<file path="src/include/chkc_pkg.sv">
// ****************************************************************
// Charger and key configuration package
// ****************************************************************
package chkc_pkg;

   // Register count and first address of the bank
   localparam int NUM_REGS = 11;
   localparam logic [7:0] BASE_ADDR = 8'h33;

   // Register addresses
   localparam logic [7:0] ADDR_CHARGE_CONTROL_PRIMARY = 8'h33;
   localparam logic [7:0] ADDR_CHARGE_CONTROL_TIMEOUTS = 8'h34;
   localparam logic [7:0] ADDR_BACKUP_CELL_CHARGE_CONTROL = 8'h35;
   localparam logic [7:0] ADDR_POWER_KEY_TIMING = 8'h36;
   localparam logic [7:0] ADDR_CONVERTER_FREQUENCY_TRIM = 8'h37;
   localparam logic [7:0] ADDR_CHARGE_COLD_THRESHOLD = 8'h38;
   localparam logic [7:0] ADDR_CHARGE_HOT_THRESHOLD = 8'h39;
   localparam logic [7:0] ADDR_SUPPLY_WARNING_FIRST = 8'h3A;
   localparam logic [7:0] ADDR_SUPPLY_WARNING_SECOND = 8'h3B;
   localparam logic [7:0] ADDR_DISCHARGE_COLD_THRESHOLD = 8'h3C;
   localparam logic [7:0] ADDR_DISCHARGE_HOT_THRESHOLD = 8'h3D;

   // Register indexes within the bank
   localparam logic [3:0] IDX_PRIMARY = 4'h0;
   localparam logic [3:0] IDX_TIMEOUTS = 4'h1;
   localparam logic [3:0] IDX_BACKUP = 4'h2;
   localparam logic [3:0] IDX_KEY = 4'h3;
   localparam logic [3:0] IDX_FREQ = 4'h4;

   // Reset values, index 10 down to 0; primary low nibble is a parameter
   localparam logic [NUM_REGS-1:0][7:0] RST_VALS = {
      8'h16, 8'hFC, 8'h5F, 8'h68, 8'h1F, 8'hA5,
      8'h08, 8'h9D, 8'h22, 8'h45, 8'hC0};
   // Writable bits, index 10 down to 0; zero bits keep reset contents
   localparam logic [NUM_REGS-1:0][7:0] WR_MASKS = {
      8'hFF, 8'hFF, 8'hFF, 8'hFF, 8'hFF, 8'hFF,
      8'h0F, 8'hFF, 8'hE3, 8'hD3, 8'hFF};

   // Bits per serial byte
   localparam logic [3:0] BYTE_BITS = 4'h8;

   // Timing: one millisecond tick at the reference clock
   localparam int CLK_PERIOD_NS = 20;
   localparam int MS_NS = 1000000;
   localparam int MS_TICK_CYCLES = (MS_NS + CLK_PERIOD_NS - 1) / CLK_PERIOD_NS;

   // Key and power-good times in milliseconds
   localparam logic [13:0] STARTUP_MS_0 = 14'd128;
   localparam logic [13:0] STARTUP_MS_1 = 14'd3000;
   localparam logic [13:0] STARTUP_MS_2 = 14'd1000;
   localparam logic [13:0] STARTUP_MS_3 = 14'd2000;
   localparam logic [13:0] LONG_MS_0 = 14'd1000;
   localparam logic [13:0] LONG_MS_1 = 14'd1500;
   localparam logic [13:0] LONG_MS_2 = 14'd2000;
   localparam logic [13:0] LONG_MS_3 = 14'd2500;
   localparam logic [13:0] OFF_MS_0 = 14'd4000;
   localparam logic [13:0] OFF_MS_1 = 14'd6000;
   localparam logic [13:0] OFF_MS_2 = 14'd8000;
   localparam logic [13:0] OFF_MS_3 = 14'd10000;
   localparam logic [6:0] PGOOD_MS_SHORT = 7'd8;
   localparam logic [6:0] PGOOD_MS_LONG = 7'd64;

   // Field layouts
   typedef struct packed {
      logic enable;
      logic [1:0] target_v;
      logic end_15pct;
      logic [3:0] current;
   } chkc_primary_type;

   typedef struct packed {
      logic [1:0] pre_timeout;
      logic rsv_hi;
      logic led_flash;
      logic [1:0] rsv_lo;
      logic [1:0] cc_timeout;
   } chkc_timeouts_type;

   typedef struct packed {
      logic enable;
      logic [1:0] target_v;
      logic [2:0] rsv;
      logic [1:0] current;
   } chkc_backup_type;

   typedef struct packed {
      logic [1:0] startup;
      logic [1:0] long_press;
      logic auto_off;
      logic pgood_long;
      logic [1:0] off_time;
   } chkc_key_type;

   typedef struct packed {
      logic [3:0] rsv;
      logic [3:0] trim;
   } chkc_freq_type;

   // Decoded settings handed to the analog side
   typedef struct packed {
      chkc_primary_type primary;
      chkc_timeouts_type timeouts;
      chkc_backup_type backup;
      chkc_key_type key;
      chkc_freq_type freq;
      logic [7:0] charge_cold_limit;
      logic [7:0] charge_hot_limit;
      logic [7:0] supply_warn_first;
      logic [7:0] supply_warn_second;
      logic [7:0] discharge_cold_limit;
      logic [7:0] discharge_hot_limit;
   } chkc_config_type;

   // Serial slave states, Gray along the write path
   typedef enum logic [3:0] {
      ST_IDLE = 4'h0,
      ST_ADDR = 4'h1,
      ST_ACK_ADDR = 4'h3,
      ST_REG = 4'h2,
      ST_ACK_REG = 4'h6,
      ST_WRITE = 4'h7,
      ST_ACK_WR = 4'h5,
      ST_READ = 4'h4,
      ST_MACK = 4'hC
   } chkc_state_type;

endpackage

</file>
<file path="src/hdl/chkc_regs.sv">
`timescale 1ns/1ns
module chkc_regs
#(
   parameter logic [6:0] DEV_ADDR = 7'h2A, // Arbitrary bus address
   parameter int TICK_CYCLES = chkc_pkg::MS_TICK_CYCLES,
   parameter logic [3:0] CHG_CUR_RESET = 4'h0
)
(
   input wire logic ref_clk,
   input wire logic reset,
   input wire logic scl_in,
   input wire logic sda_in,
   output logic sda_out,
   output logic sda_oe_n,
   input wire logic power_key_n,
   input wire logic power_startup,
   output logic power_good_output,
   output logic startup_press,
   output logic long_press,
   output logic shutdown_req,
   output chkc_pkg::chkc_config_type cfg_out
);
   import chkc_pkg::*;

   // ****************************************************************
   // Pin synchronisers and edge detection
   // ****************************************************************
   logic [2:0] sync1_ff; // First stage, read only by second
   logic [2:0] sync2_ff; // Safe copies of scl, sda, key
   logic [2:0] hist_ff; // Previous safe copies
   logic scl, sda, key_down, scl_d, sda_d;
   logic scl_rise, scl_fall, start_seen, stop_seen;

   // Two-stage capture of the pins
   always_ff @(posedge ref_clk or posedge reset)
   begin
      if (reset)
      begin
         sync1_ff <= 3'h7;
         sync2_ff <= 3'h7;
         hist_ff <= 3'h7;
      end
      else
      begin
         sync1_ff <= {scl_in, sda_in, power_key_n};
         sync2_ff <= sync1_ff;
         hist_ff <= sync2_ff;
      end
   end

   assign scl = sync2_ff[2];
   assign sda = sync2_ff[1];
   assign key_down = ~sync2_ff[0];
   assign scl_d = hist_ff[2];
   assign sda_d = hist_ff[1];
   assign scl_rise = scl & ~scl_d;
   assign scl_fall = ~scl & scl_d;
   // Data moving while the clock is high marks start or stop
   assign start_seen = scl & scl_d & sda_d & ~sda;
   assign stop_seen = scl & scl_d & ~sda_d & sda;

   // ****************************************************************
   // Serial slave state machine
   // ****************************************************************
   chkc_state_type state_ff; // Current slave state
   logic [3:0] bit_cnt_ff; // Bits taken or sent in this byte
   logic [7:0] shift_ff; // Received byte or byte being sent
   logic [7:0] ptr_ff; // Register pointer
   logic rw_ff; // Read request seen in address byte
   logic mack_ff; // Master acknowledged the last read byte
   logic drive_ff; // Pull sda low
   logic [NUM_REGS-1:0][7:0] regs_ff; // Register storage
   logic hit; // Pointer lies in the bank
   logic [3:0] idx; // Index of the pointed register
   logic [7:0] rd_data; // Read value at the pointer
   logic byte_done; // Eighth bit taken, clock now low
   logic wr_en; // Write strobe into the bank
   logic [7:0] ptr_diff; // Pointer less base

   assign ptr_diff = ptr_ff - BASE_ADDR;
   assign hit = (ptr_ff >= BASE_ADDR) && (ptr_diff < 8'(NUM_REGS));
   assign idx = ptr_diff[3:0];
   // Unmapped addresses read as zero
   assign rd_data = hit ? regs_ff[idx] : 8'h00;
   assign byte_done = scl_fall && (bit_cnt_ff == BYTE_BITS);
   assign wr_en = (state_ff == ST_WRITE) && byte_done && hit;

   // Byte framing and acknowledge sequencing
   always_ff @(posedge ref_clk or posedge reset)
   begin
      if (reset)
      begin
         state_ff <= ST_IDLE;
         bit_cnt_ff <= 4'h0;
         shift_ff <= 8'h00;
         rw_ff <= 1'b0;
         mack_ff <= 1'b0;
         drive_ff <= 1'b0;
      end
      else if (stop_seen)
      begin
         // Stop ends any transfer
         state_ff <= ST_IDLE;
         drive_ff <= 1'b0;
      end
      else if (start_seen)
      begin
         // Start or repeated start opens an address byte
         state_ff <= ST_ADDR;
         bit_cnt_ff <= 4'h0;
         drive_ff <= 1'b0;
      end
      else
      begin
         case (state_ff)
            ST_ADDR, ST_REG, ST_WRITE:
            begin
               // Sample on rising clock, act once eight bits are in
               if (scl_rise)
               begin
                  shift_ff <= {shift_ff[6:0], sda};
                  bit_cnt_ff <= bit_cnt_ff + 4'h1;
               end
               else if (byte_done)
               begin
                  bit_cnt_ff <= 4'h0;
                  if (state_ff == ST_ADDR)
                  begin
                     // Answer only our own address
                     if (shift_ff[7:1] == DEV_ADDR)
                     begin
                        rw_ff <= shift_ff[0];
                        drive_ff <= 1'b1;
                        state_ff <= ST_ACK_ADDR;
                     end
                     else
                        state_ff <= ST_IDLE;
                  end
                  else
                  begin
                     drive_ff <= 1'b1;
                     state_ff <= (state_ff == ST_REG) ? ST_ACK_REG
                                                      : ST_ACK_WR;
                  end
               end
            end
            ST_ACK_ADDR:
            begin
               // Release ack, then start sending or take register
               if (scl_fall)
               begin
                  if (rw_ff)
                  begin
                     shift_ff <= rd_data;
                     drive_ff <= ~rd_data[7];
                     state_ff <= ST_READ;
                  end
                  else
                  begin
                     drive_ff <= 1'b0;
                     state_ff <= ST_REG;
                  end
               end
            end
            ST_ACK_REG, ST_ACK_WR:
            begin
               // Further bytes are register data
               if (scl_fall)
               begin
                  drive_ff <= 1'b0;
                  state_ff <= ST_WRITE;
               end
            end
            ST_READ:
            begin
               // Shift out on each falling clock
               if (scl_fall)
               begin
                  if (bit_cnt_ff == BYTE_BITS - 4'h1)
                  begin
                     bit_cnt_ff <= 4'h0;
                     drive_ff <= 1'b0;
                     mack_ff <= 1'b0;
                     state_ff <= ST_MACK;
                  end
                  else
                  begin
                     bit_cnt_ff <= bit_cnt_ff + 4'h1;
                     shift_ff <= {shift_ff[6:0], 1'b0};
                     drive_ff <= ~shift_ff[6];
                  end
               end
            end
            ST_MACK:
            begin
               // Low sda at rising clock asks for another byte
               if (scl_rise)
                  mack_ff <= ~sda;
               else if (scl_fall)
               begin
                  if (mack_ff)
                  begin
                     shift_ff <= rd_data;
                     drive_ff <= ~rd_data[7];
                     state_ff <= ST_READ;
                  end
                  else
                     state_ff <= ST_IDLE;
               end
            end
            ST_IDLE:
               drive_ff <= 1'b0;
            default:
            begin
               state_ff <= ST_IDLE;
               drive_ff <= 1'b0;
            end
         endcase
      end
   end

   // Pointer load and auto increment after each data byte
   always_ff @(posedge ref_clk or posedge reset)
   begin
      if (reset)
         ptr_ff <= 8'h00;
      else if ((state_ff == ST_REG) && byte_done)
         ptr_ff <= shift_ff;
      else if ((state_ff == ST_WRITE) && byte_done)
         ptr_ff <= ptr_ff + 8'h01;
      else if ((state_ff == ST_READ) && scl_fall &&
               (bit_cnt_ff == BYTE_BITS - 4'h1))
         ptr_ff <= ptr_ff + 8'h01;
   end

   // Open-drain pin: value low, enable active low
   assign sda_out = 1'b0;
   assign sda_oe_n = ~drive_ff;

   // ****************************************************************
   // Register bank
   // ****************************************************************
   // Storage, writes merge through the writable mask
   always_ff @(posedge ref_clk or posedge reset)
   begin
      if (reset)
      begin
         regs_ff <= RST_VALS;
         regs_ff[IDX_PRIMARY][3:0] <= CHG_CUR_RESET;
      end
      else if (wr_en)
         regs_ff[idx] <= (regs_ff[idx] & ~WR_MASKS[idx]) |
                         (shift_ff & WR_MASKS[idx]);
   end

   // Field decode towards the analog side
   assign cfg_out.primary = chkc_primary_type'(regs_ff[0]);
   assign cfg_out.timeouts = chkc_timeouts_type'(regs_ff[1]);
   assign cfg_out.backup = chkc_backup_type'(regs_ff[2]);
   assign cfg_out.key = chkc_key_type'(regs_ff[3]);
   assign cfg_out.freq = chkc_freq_type'(regs_ff[4]);
   assign cfg_out.charge_cold_limit = regs_ff[5];
   assign cfg_out.charge_hot_limit = regs_ff[6];
   assign cfg_out.supply_warn_first = regs_ff[7];
   assign cfg_out.supply_warn_second = regs_ff[8];
   assign cfg_out.discharge_cold_limit = regs_ff[9];
   assign cfg_out.discharge_hot_limit = regs_ff[10];

   // ****************************************************************
   // Power key and power-good timing
   // ****************************************************************
   logic [15:0] tick_cnt_ff; // Millisecond divider
   logic tick; // One-cycle millisecond enable
   logic [13:0] hold_ms_ff; // Milliseconds key held
   logic [13:0] nxt_hold_ms; // Held time after this tick
   logic [13:0] startup_ms, long_ms, off_ms; // Selected limits
   logic [6:0] pg_ms_ff; // Milliseconds since power startup
   logic [6:0] pg_limit; // Selected power-good delay
   logic off_cond; // Held beyond shutdown time, auto enabled
   chkc_key_type key_cfg;

   assign key_cfg = cfg_out.key;
   assign tick = (tick_cnt_ff == 16'(TICK_CYCLES - 1));
   assign nxt_hold_ms = (hold_ms_ff == 14'h3FFF) ? hold_ms_ff
                                                 : hold_ms_ff + 14'h1;

   // Limit selection from the key timing register
   always_comb
   begin
      case (key_cfg.startup)
         2'h0: startup_ms = STARTUP_MS_0;
         2'h1: startup_ms = STARTUP_MS_1;
         2'h2: startup_ms = STARTUP_MS_2;
         default: startup_ms = STARTUP_MS_3;
      endcase
      case (key_cfg.long_press)
         2'h0: long_ms = LONG_MS_0;
         2'h1: long_ms = LONG_MS_1;
         2'h2: long_ms = LONG_MS_2;
         default: long_ms = LONG_MS_3;
      endcase
      case (key_cfg.off_time)
         2'h0: off_ms = OFF_MS_0;
         2'h1: off_ms = OFF_MS_1;
         2'h2: off_ms = OFF_MS_2;
         default: off_ms = OFF_MS_3;
      endcase
   end

   assign pg_limit = key_cfg.pgood_long ? PGOOD_MS_LONG
                                        : PGOOD_MS_SHORT;
   assign off_cond = key_cfg.auto_off && key_down &&
                     (hold_ms_ff > off_ms);

   // Free-running millisecond divider
   always_ff @(posedge ref_clk or posedge reset)
   begin
      if (reset)
         tick_cnt_ff <= 16'h0000;
      else if (tick)
         tick_cnt_ff <= 16'h0000;
      else
         tick_cnt_ff <= tick_cnt_ff + 16'h0001;
   end

   // Key hold counter and press events
   always_ff @(posedge ref_clk or posedge reset)
   begin
      if (reset)
      begin
         hold_ms_ff <= 14'h0000;
         startup_press <= 1'b0;
         long_press <= 1'b0;
      end
      else
      begin
         startup_press <= 1'b0;
         long_press <= 1'b0;
         if (!key_down)
            hold_ms_ff <= 14'h0000;
         else if (tick)
         begin
            hold_ms_ff <= nxt_hold_ms;
            startup_press <= (nxt_hold_ms == startup_ms);
            long_press <= (nxt_hold_ms == long_ms);
         end
      end
   end

   // Shutdown request holds until reset
   always_ff @(posedge ref_clk or posedge reset)
   begin
      if (reset)
         shutdown_req <= 1'b0;
      else if (off_cond)
         shutdown_req <= 1'b1;
   end

   // Power-good delay after power startup
   always_ff @(posedge ref_clk or posedge reset)
   begin
      if (reset)
      begin
         pg_ms_ff <= 7'h00;
         power_good_output <= 1'b0;
      end
      else if (!power_startup)
      begin
         pg_ms_ff <= 7'h00;
         power_good_output <= 1'b0;
      end
      else if (pg_ms_ff >= pg_limit)
         power_good_output <= 1'b1;
      else if (tick)
         pg_ms_ff <= pg_ms_ff + 7'h01;
   end

   // ****************************************************************
   // Assertions
   // ****************************************************************
   logic past_reset_ff; // Reset seen last cycle
   always_ff @(posedge ref_clk or posedge reset)
   begin
      if (reset)
         past_reset_ff <= 1'b1;
      else
         past_reset_ff <= 1'b0;
   end

   a_reset_defaults: assert property (@(posedge ref_clk) disable iff (reset)
      past_reset_ff |-> (regs_ff[10:1] == RST_VALS[10:1]) &&
      (regs_ff[0][7:4] == RST_VALS[0][7:4]))
      else $error("register defaults wrong after reset");

   a_primary_write: assert property (@(posedge ref_clk) disable iff (reset)
      wr_en && (idx == IDX_PRIMARY) |=>
      (cfg_out.primary == chkc_primary_type'($past(shift_ff))))
      else $error("primary charge control not written");

   a_timeouts_rsv: assert property (@(posedge ref_clk) disable iff (reset)
      (regs_ff[1] & ~WR_MASKS[1]) == (RST_VALS[1] & ~WR_MASKS[1]))
      else $error("timeout register reserved bits changed");

   a_backup_rsv: assert property (@(posedge ref_clk) disable iff (reset)
      wr_en && (idx == IDX_BACKUP) |=>
      (regs_ff[2] == ((RST_VALS[2] & ~WR_MASKS[2]) |
                      ($past(shift_ff) & WR_MASKS[2]))))
      else $error("backup register write merged wrongly");

   a_freq_upper: assert property (@(posedge ref_clk) disable iff (reset)
      cfg_out.freq.rsv == RST_VALS[4][7:4])
      else $error("frequency reserved bits changed");

   a_idle_stable: assert property (@(posedge ref_clk) disable iff (reset)
      !wr_en |=> $stable(regs_ff))
      else $error("register changed without a write");

   a_shutdown_cause: assert property (@(posedge ref_clk) disable iff (reset)
      $rose(shutdown_req) |-> $past(off_cond))
      else $error("shutdown without qualified key hold");

   a_pgood_delay: assert property (@(posedge ref_clk) disable iff (reset)
      $rose(power_good_output) |-> $past(power_startup) &&
      ($past(pg_ms_ff) >= $past(pg_limit)))
      else $error("power good raised before its delay");

   a_pgood_drop: assert property (@(posedge ref_clk) disable iff (reset)
      !power_startup |=> !power_good_output ##1 !power_good_output)
      else $error("power good held without startup");

   c_reg_write: cover property (@(posedge ref_clk) disable iff (reset)
      wr_en);
   c_reg_read: cover property (@(posedge ref_clk) disable iff (reset)
      (state_ff == ST_MACK) && scl_fall && mack_ff);
   c_shutdown: cover property (@(posedge ref_clk) disable iff (reset)
      $rose(shutdown_req));
   c_pgood: cover property (@(posedge ref_clk) disable iff (reset)
      $rose(power_good_output));

endmodule

</file>
<file path="config.mk">
export PLATFORM = sky130hd
export DESIGN_NAME = chkc_regs
export DESIGN_NICKNAME = d
export VERILOG_FILES = /design/src/include/chkc_pkg.sv /design/src/hdl/chkc_regs.sv
export SDC_FILE = /design/constraint.sdc
export NUM_CORES = 1
export LEC_CHECK = 0
export BUFFER_PORTS_ARGS = -buffer_cell sky130_fd_sc_hd__buf_4
export CAP_MARGIN = 20
export CORE_UTILIZATION = 45
export DETAILED_ROUTE_END_ITERATION = 8
export PLACE_DENSITY = 0.66
export SLEW_MARGIN = 10
export SYNTH_ARGS = -nofsm -noshare
export SYNTH_HDL_FRONTEND = slang
export SYNTH_SLANG_ARGS = --single-unit
</file>
<file path="constraint.sdc">
create_clock -name ref_clk -period 5.4 [get_ports ref_clk]
set_input_delay 0.81 -clock ref_clk [delete_from_list [all_inputs] [get_ports ref_clk]]
set_output_delay 0.81 -clock ref_clk [all_outputs]
set_load 0.01 [all_outputs]
</file>
Word level (Yosys, flattened, before mapping)
Memory sizes are Yosys's and may differ from the RTL's.
Index checks and enable logic that the tools add are counted.
{"block": "classes", "mux": 77, "magnitude_cmp": 6, "addsub": 6, "bitwise": 22, "eq_ne": 47, "n_reduce_logical": 28}
{"op": "8-bit two-way mux", "count": 15}
{"op": "88-bit bitwise mux", "count": 1}
{"op": "12-bit one-hot mux with 3 select lines", "count": 2}
{"op": "4-bit two-way mux", "count": 16}
{"op": "14-bit two-way mux", "count": 3}
{"op": "14-bit one-hot mux with 3 select lines", "count": 1}
{"op": "4-bit != test (second input constant)", "count": 9}
{"op": "8-bit binary-select mux with 4-bit select", "count": 1}
{"op": "8-bit demux with 4-bit select", "count": 1}
{"op": "8-bit one-hot mux with 4 select lines", "count": 1}
{"op": "14-bit == test", "count": 2}
{"op": "7-bit two-way mux", "count": 4}
{"op": "4-bit one-hot mux with 6 select lines", "count": 1}
{"op": "1-bit two-way mux", "count": 23}
{"op": "4-bit by 3-bit == test with 1-bit output (second input constant)", "count": 5}
{"op": "2-bit != test (second input constant)", "count": 10}
{"op": "9-bit AND reduction", "count": 2}
{"op": "16-bit by 1-bit adder with 16-bit output (second input constant)", "count": 1}
{"op": "8-bit AND", "count": 2}
{"op": "16-bit == test (second input constant)", "count": 1}
{"op": "16-bit two-way mux", "count": 1}
{"op": "14-bit by 1-bit adder with 14-bit output (second input constant)", "count": 1}
{"op": "14-bit == test (second input constant)", "count": 1}
{"op": "14-bit greater-than comparator", "count": 1}
{"op": "other kinds (41)", "count": 81}
{"block": "totals", "input_bits": 6, "rom_bits": 128, "elab_cells": 215, "reg_bits": 165, "out_inout_bits": 94, "mem_count": 1}
{"memory": "(no name shown)", "words": 16, "word_bits": 8, "rd": 1, "rd_ports_with_merged_regs": 0, "write_ports": 0, "line_no": "chkc_regs.sv:253", "text": "(shift_ff & WR_MASKS[idx]);"}

Logic depth before layout (Yosys ltp)
Gate-level depths: netlist (run 1).
{"block": "depth", "word_depth": 11, "depth_mapped": 13, "ltp_nobuf": 10}

Worst setup path after synthesis (run 1)
Ideal clock, no wire load.
{"block": "synth_timing", "kind": "reg-to-reg", "from": "register ptr_ff[0]", "to": "register shift_ff[7]", "setup_time_ns": 0.125, "required_time_ns": 5.275, "path_buffers": 5, "path_stages_with_launch": 14, "synth_period_minus_slack_ns": 3.478, "setup_slack_ns": 1.922, "arrival_time_ns": 3.353, "path_cell_list": "dfrtp_1 -> buf_2 -> buf_4 -> buf_2 -> inv_1 -> ha_1 -> clkbuf_1 -> clkbuf_1 -> mux2_2 -> a21oi_1 -> nor3_1 -> a211oi_1 -> o21ai_1 -> mux2_2"}
{"block": "synth_between", "elab_chain_cells": 8, "word_cells_on_any_way": 13, "cone_classes": "add/sub (1); order compare (2); mux (9); reduce/logical (1)"}
{"element": "from (decl)", "line_no": "chkc_regs.sv:68", "text": "logic [7:0] ptr_ff;"}
{"element": "from (signal assigned)", "line_no": "chkc_regs.sv:228", "text": "ptr_ff <= shift_ff;"}
{"element": "from (signal assigned)", "line_no": "chkc_regs.sv:230", "text": "ptr_ff <= ptr_ff + 8'h01;"}
{"element": "from (signal assigned)", "line_no": "chkc_regs.sv:233", "text": "ptr_ff <= ptr_ff + 8'h01;"}
{"element": "8-bit by 6-bit subtractor with 8-bit output", "line_no": "chkc_regs.sv:80", "text": "assign ptr_diff = ptr_ff - BASE_ADDR;"}
{"element": "8-bit by 4-bit < comparator with 1-bit output or 8-bit binary-select mux with 4-bit select (tied branches)", "line_no": "chkc_regs.sv:81, chkc_regs.sv:84"}
{"element": "1-bit logical AND or 8-bit two-way mux (tied branches)", "line_no": "chkc_regs.sv:81, chkc_regs.sv:84"}
{"element": "8-bit two-way mux *", "line_no": "chkc_regs.sv:84", "text": "assign rd_data = hit ? regs_ff[idx] : 8'h00;"}
{"element": "8-bit two-way mux", "line_no": "chkc_regs.sv:201", "text": "if (mack_ff)"}
{"element": "8-bit two-way mux", "line_no": "chkc_regs.sv:199", "text": "else if (scl_fall)"}
{"element": "8-bit two-way mux", "line_no": "chkc_regs.sv:197", "text": "if (scl_rise)"}
{"element": "8-bit one-hot mux with 4 select lines *", "line_no": "chkc_regs.sv:115", "text": "case (state_ff)"}
{"element": "to (signal assigned)", "line_no": "chkc_regs.sv:121", "text": "shift_ff <= {shift_ff[6:0], sda};"}
{"element": "to (signal assigned)", "line_no": "chkc_regs.sv:189", "text": "shift_ff <= {shift_ff[6:0], 1'b0};"}
{"element": "to (signal assigned)", "line_no": "chkc_regs.sv:203", "text": "shift_ff <= rd_data;"}
{"element": "to (decl)", "line_no": "chkc_regs.sv:67", "text": "logic [7:0] shift_ff;"}
Mark *: on every way between the ends. The rest lies on a longest branch, timed or not. The select of a mux whose other input is x is not followed.
A chain may end at the register's enable or synchronous reset.

Worst setup path in the final report (run 1)
Same ends and word-level chain as after synthesis.

==> run metrics, run 1 <==
# IOs 100; first-pass GRT wire length 39,700 um; number of routed nets with antenna violations 0; RSZ-0062 raised after global routing false; CP Launch Type register; DR vias/cell 5.78; Layout Utilization 53.2%; ratio of cells with drive above 1 in the final layout 27.8%; Placed Instances 1,231; Clock Skew 0.0163 ns; DP Wirelength 17,200 um; CP endpoint kind register; CTS resizes 0; CTS Hold Bufs 0; Post-Syn Area 9720 um2; routed via count 7,296; synthesized instance count 898; Die X 149 um; worst min path class reg2reg; Hold Crit Start sync1_ff[0]; initial antenna violation count 0; Worst Path Arrival 4.39 ns; highest net fanout along the worst path 33; Critical Path Source ptr_ff[0]; initial DRC count 495; clock sink count 164; WL/cell 19.3 um; PwrDens 252 nW/um2; Synthesized Nets 938; Synth async-reset ratio 100%; final setup fails 0; largest net degree at the start of global routing 76; TNS Setup 0 ns; total number of yosys warnings 0; Fin. Hold Viols 0; worst vdd ir 0.209 mV; post-CTS setup buffers 0; Fmax 247 MHz; Main synth FF type dfrtp_1; crit path kind reg2reg; worst hold slack 0.357 ns; Core Box Area 21,100 um2; PortBufs 98; Post-Route WL 24,400 um; status completed; Clock Latency Late Sink 0.44 ns; final worst-path cycle share 75.0%; DRC 0; Least-Margin Pin Slew 0.905 ns; clk buf depth 2; Worst-path clk slew 0.08 ns; Starting Density 46.1%; final net count 1,015; detailed-router iteration count before antenna repair 5; Syn Area/Cell 10.8 um2; Tmin final 4.05 ns; register bit total from synthesis 164; Antenna Cells 0; Synth-to-Final Area Change 15.5%; GR Overflow Total 0; Die Area 22,200 um2; CTS tree done; Layout Cells excl Fill 1,263; H-tree depth 4; root buffer cell clkbuf_16; Max-slew headroom 38.7%; sequential area share after synthesis 42.8%; number of synthesized flops with an enable pin 0; vias in the first global route 7,054; Vert. Die Dim 149 um; post-synth cell types 90; FF-to-FF Start ptr_ff[0]; placer congestion estimate 0.912; leakage 0.00500 uW; Num CTS Buffers 17; FP Rows 53; WP data required 5.74 ns; max_cap viols 0; max-slew violation count 0; Total Routing Usage GR 23.1%
[sequential cells by signal, indices dropped and copies added (netlist names), 4 cells and up]
| register | count |
|---|---|
| key_cfg | 8 |
| tick_cnt_ff | 16 |
| hold_ms_ff | 14 |
| bit_cnt_ff | 4 |
| cfg_out | 80 |
| shift_ff | 8 |
| ptr_ff | 8 |
| state_ff | 4 |
| pg_ms_ff | 7 |
[metal layers]
layer  track usage [%]  part of all wire, %
met5                 0                    0
met4              6.33                  1.5
met3              3.67                  3.9
met2              35.9                   47
met1              33.3                   47
[path summary, 6_finish.rpt]
kind | to | depth (start not counted) | slack [ns]
max in group asynchronous | shift_ff[3] | 3 | 3.77
max reg2reg | shift_ff[7] | 8 | 1.35
min | sync2_ff[0] | 0 | 0.36
min reg2reg | sync2_ff[0] | 0 | 0.36
max | shift_ff[7] | 8 | 1.35
min in group asynchronous | tick_cnt_ff[9] | 2 | 0.50
[per-stage QoR]
stage | power [uW] | setup WS [ns] | area [um2]
after floorplan | 1520 | 0.236 | 9720
after global placement | 1610 | 1.52 | 10600
after detailed placement | 1620 | 1.38 | 10600
after CTS | 2850 | 1.36 | 11200
after global routing | 2940 | 1.09 | 11200
final | 2830 | 1.35 | 11200
[cell usage after synthesis (16+ instances only)]
master,n,share of area [%]
nor2_1,71,2.7
ha_1,34,4.4
mux4_2,16,3.7
nand2_1,69,2.7
xnor2_1,30,2.7
nand3_1,18,0.93
inv_1,36,1.4
a21oi_1,42,2.2
xor2_1,20,1.8
dfstp_2,48,13
mux2_1,61,7.1
mux2_2,46,5.3
o21ai_0,27,1.4
dfrtp_1,116,30
clkbuf_1,24,0.93
[final cells by class]
| class | count | area [um2] |
|---|---|---|
| Multi-Input combinational cell | 653 | 5200 |
| Clock inverter | 15 | 181 |
| Fill cell | 1881 | 9860 |
| Inverter | 37 | 144 |
| Sequential cell | 164 | 4170 |
| Tap cell | 275 | 344 |
| Clock buffer | 17 | 425 |
| Timing Repair Buffer | 102 | 766 |
[power by group]
| part | internal (uW) | switching [uW] | total [uW] |
|---|---|---|---|
| combinational | 87.6 | 152 | 240 |
| clock | 629 | 604 | 1230 |
| sequential | 1270 | 88.6 | 1360 |
| total | 1980 | 845 | 2830 |
[worst max-delay path, cell delays in order (launching register included)]
cell and delay (ns):
dfrtp_2 0.97, inv_1 0.29, ha_1 0.94, buf_4 0.33, mux4_2 0.33, and3_1 0.20, a211oi_1 0.48, o21ai_1 0.12
mux2_2 0.28
[kinds of logic (layout without fill, tap and decap cells)]
| logic type | Yosys count | in the layout | share of synthesized area (%) |
|---|---|---|---|
| other | 1 | 1 | 0.0386 |
| XOR/XNOR | 54 | 54 | 5.36 |
| adder cells (fa/ha/maj) | 34 | 34 | 4.38 |
| AND/OR/NAND/NOR | 283 | 283 | 16.7 |
| AO/OA/AOI/OAI | 147 | 147 | 9.84 |
| buffers and inverters | 81 | 171 | 3.66 |
| multiplexers | 134 | 134 | 17.2 |
| flip-flops | 164 | 164 | 42.8 |
[cells in the final DEF, fill, tap and decap left out, types with 10 or more instances in the layout]
cell type | Yosys | routed
nor3_1 | 15 | 15
o21ai_1 | 11 | 11
nor2_1 | 71 | 71
nand2_1 | 69 | 69
buf_4 | 3 | 102
mux2i_1 | 11 | 11
mux4_2 | 16 | 16
nand3_4 | 10 | 10
mux2_1 | 61 | 61
mux2_2 | 46 | 46
dfrtp_1 | 116 | 115
dfstp_2 | 48 | 48
xor2_1 | 20 | 20
o21ai_0 | 27 | 27
a21oi_1 | 42 | 42
nand4_1 | 15 | 15
inv_1 | 36 | 35
clkbuf_16 | 0 | 17
nand3_1 | 18 | 18
xnor2_1 | 30 | 30
ha_1 | 34 | 34
Power figures use the tool's default switching activity.
==> run 2: changes to the inputs <==
--- a/config.mk
+++ b/config.mk
@@ -5,11 +5,11 @@
 export SDC_FILE = /design/constraint.sdc
 export NUM_CORES = 1
 export LEC_CHECK = 0
+export ABC_AREA = 1
 export BUFFER_PORTS_ARGS = -buffer_cell sky130_fd_sc_hd__buf_4
 export CAP_MARGIN = 20
 export CORE_UTILIZATION = 45
 export DETAILED_ROUTE_END_ITERATION = 8
-export PLACE_DENSITY = 0.66
 export SLEW_MARGIN = 10
 export SYNTH_ARGS = -nofsm -noshare
 export SYNTH_HDL_FRONTEND = slang
==> constraint.sdc (replaced) <==
create_clock -name ref_clk -period 4.2 [get_ports ref_clk]
set_input_delay 0.63 -clock ref_clk [delete_from_list [all_inputs] [get_ports ref_clk]]
set_output_delay 0.63 -clock ref_clk [all_outputs]
set_load 0.01 [all_outputs]
==> run 2 against run 1 <==
Compared with the run above: synthesized area rose by 0.77%; clock skew fell by 0.0045 ns; synthesized cell count rose by 48%; non-clock buffer count rose by 4; clock power rose by 26%; register-to-register slack got worse by 0.27 ns; final cell count rose by 35%; wire length rose by 16%; largest cell class unchanged; highest routed layer unchanged.
==> run metrics, run 2 <==
status completed; most frequent cells in the layout nand2_1, inv_1, nor2_1; Placed Instances 1,674 (+36%); detailed-router iteration count before antenna repair 6 (+1); most common cell after layout, fill and taps aside nand2_1; total number of yosys warnings 0 (unchanged); # IOs 100 (unchanged); Syn Area/Cell 7.39 um2 (-32%); Fin. Hold Viols 0 (unchanged); Vert. Die Dim 150 um (+0.38%); max-slew violation count 0 (unchanged); DRC 0 (unchanged); Synth top area share 29.6% (-0.23 points); vias in the first global route 8,444 (+20%); WL/cell 16.5 um (-14%); placer congestion estimate 0.908 (-0.47%); crit path kind reg2reg; Main synth FF type dfrtp_1; RSZ-0062 raised after global routing false; dpl cell area 10,800 um2 (+1.3%); ratio of cells with drive above 1 in the final layout 16.9% (-11 points); sequential area share after synthesis 42.5% (-0.33 points); post-synth cell types 44 (-51%); DR vias/cell 5.26 (-9.0%); register bit total from synthesis 164 (unchanged); initial DRC count 877 (+77%); largest net degree at the start of global routing 165 (+120%); final setup fails 0 (unchanged); max_cap viols 0 (unchanged); first-pass GRT wire length 45,600 um (+15%); GR Overflow Total 0 (unchanged); max reg flops 80 (unchanged); post-CTS setup buffers 0 (unchanged); routed via count 8,970 (+23%); Total Routing Usage GR 26.5% (+3.4 points); Clock Skew 0.0118 ns (-0.00450 ns); Fmax 320 MHz (+30%); Core Box Area 21,200 um2 (+0.31%); CP Launch Type register; top cells by count, synth nand2_1, inv_1, nor2_1; Antenna Cells 0 (unchanged); final net count 1,458 (+44%); leakage 0.00587 uW (+17%); Starting Density 46.3% (+0.21 points); CTS resizes 0 (unchanged); Tmin final 3.12 ns (-0.925 ns); synth top area cells dfrtp_1, nand2_1, dfstp_2, inv_1, o21ai_0; Synth-to-Final Area Change 15.6%; Layout Cells excl Fill 1,706 (+35%); WP data required 4.52 ns (-1.22 ns); number of routed nets with antenna violations 0 (unchanged); Final Cell Area 11,300 um2 (+0.90%); DP Wirelength 20,400 um (+18%); Num CTS Buffers 17 (unchanged); CP endpoint kind register; Clock Latency Late Sink 0.44 ns (about the same); Worst Path Arrival 3.45 ns (-0.94 ns); PortBufs 98 (unchanged); TNS Setup 0 ns (unchanged); FP Rows 53 (unchanged); initial antenna violation count 0 (unchanged); root buffer cell clkbuf_16; clk buf depth 2 (unchanged); worst min path class in2reg; H-tree depth 4 (unchanged); Synth area leader dfrtp_1; Post-Route WL 28,200 um (+16%); Max-slew headroom 41.4% (+2.6 points); worst vdd ir 0.228 mV (+9.1%); CTS tree done; Worst-path clk slew 0.07 ns (about the same); clock sink count 164 (unchanged); Die Area 22,400 um2 (+0.76%); highest net fanout along the worst path 48 (+45%); Post-Syn Area 9790 um2 (+0.77%); synthesized instance count 1,325 (+48%); Synthesized Nets 1,365 (+46%); PwrDens 350 nW/um2 (+39%); Die X 150 um (+0.38%); CTS Hold Bufs 0 (unchanged); final worst-path cycle share 74.4% (-0.61 points); Least-Margin Pin Slew 0.880 ns (-0.0253 ns); number of synthesized flops with an enable pin 0 (unchanged); Synth async-reset ratio 100% (unchanged); top-count cell post-synth nand2_1
## run 2: cell families (layout without fill, tap and decap cells)
| group | count (synthesis) | in the layout | synth area share [%] |
|---|---|---|---|
| AOI/OAI and AO/OA | 200 | 200 | 11.2 |
| xor gates and xnor gates | 14 | 14 | 1.25 |
| adders and majority gates | 34 | 34 | 4.34 |
| buffers and inverters | 186 | 292 | 8.04 |
| DFF | 164 | 164 | 42.5 |
| other | 1 | 1 | 0.0383 |
| and+or+nand+nor | 726 | 726 | 32.7 |
## run 2: report_power, final
group	switching (uW)	total, uW	leakage, uW	internal, uW
Combinational	506	684	0.00351	178
Sequential	84.6	1730	0.00207	1650
Clock	743	1550	0.000286	806
Total	1330	3960	0.00587	2630
## run 2: cell type report
class	instances	area (um2)
sequential	164	4160
multi-input combinational	975	4840
fill	2083	9830
clock buffer	18	439
clock inverter	14	131
tap	275	344
inverter	154	597
timing repair buffer	106	808
## run 2: worst max-delay path, cell delays in order, from the launching register on
cell,delay (ns)
dfrtp_1,0.36
buf_4,0.41
ha_1,0.29
nor2_4,0.07
nor2_8,0.20
nand2_4,0.07
nand2_1,0.08
nand2_2,0.06
nor2_4,0.10
nand3_2,0.07
buf_4,0.26
nor2_1,0.61
inv_1,0.24
nand2_1,0.11
nand2_1,0.06
## run 2: path summary, 6_finish.rpt
kind                       slack [ns]        start     endpoint  depth (start not counted)
max in group asynchronous        3.09        reset  cfg_out[23]                          3
setup reg to reg                 1.08    ptr_ff[0]  cfg_out[83]                         14
hold reg to reg                  0.36  sync1_ff[1]  sync2_ff[1]                          0
min in group asynchronous        0.47        reset  cfg_out[75]                          3
setup / recovery                 1.08    ptr_ff[0]  cfg_out[83]                         14
hold / removal                   0.30       scl_in  sync1_ff[2]                          1
## run 2: layer usage
layer | routed length [um] | GRT usage [%] | vias to the layer above | part of all wire [%]
met2 | 12800 | 40.9 | 261 | 45
met3 | 1460 | 4.09 | 35 | 5.2
met5 | 0 | 0 | - | 0
li1 | - | - | 4432 | -
met4 | 518 | 7.14 | 0 | 1.8
met1 | 13400 | 38.3 | 4242 | 48
## run 2: metrics by stage
step / setup slack [ns] / util (%) / hold slack (ns) / power (uW)
global placement: 1.17 / 50.8 / 0.346 / 2420
finish: 1.08 / 53.5 / 0.297 / 3960
detailed placement: 1.12 / 50.8 / 0.348 / 2430
CTS: 1.10 / 53.5 / 0.278 / 3980
global route: 0.787 / 53.5 / 0.278 / 4140
floorplan: 1.52 / - / 0.345 / 2220
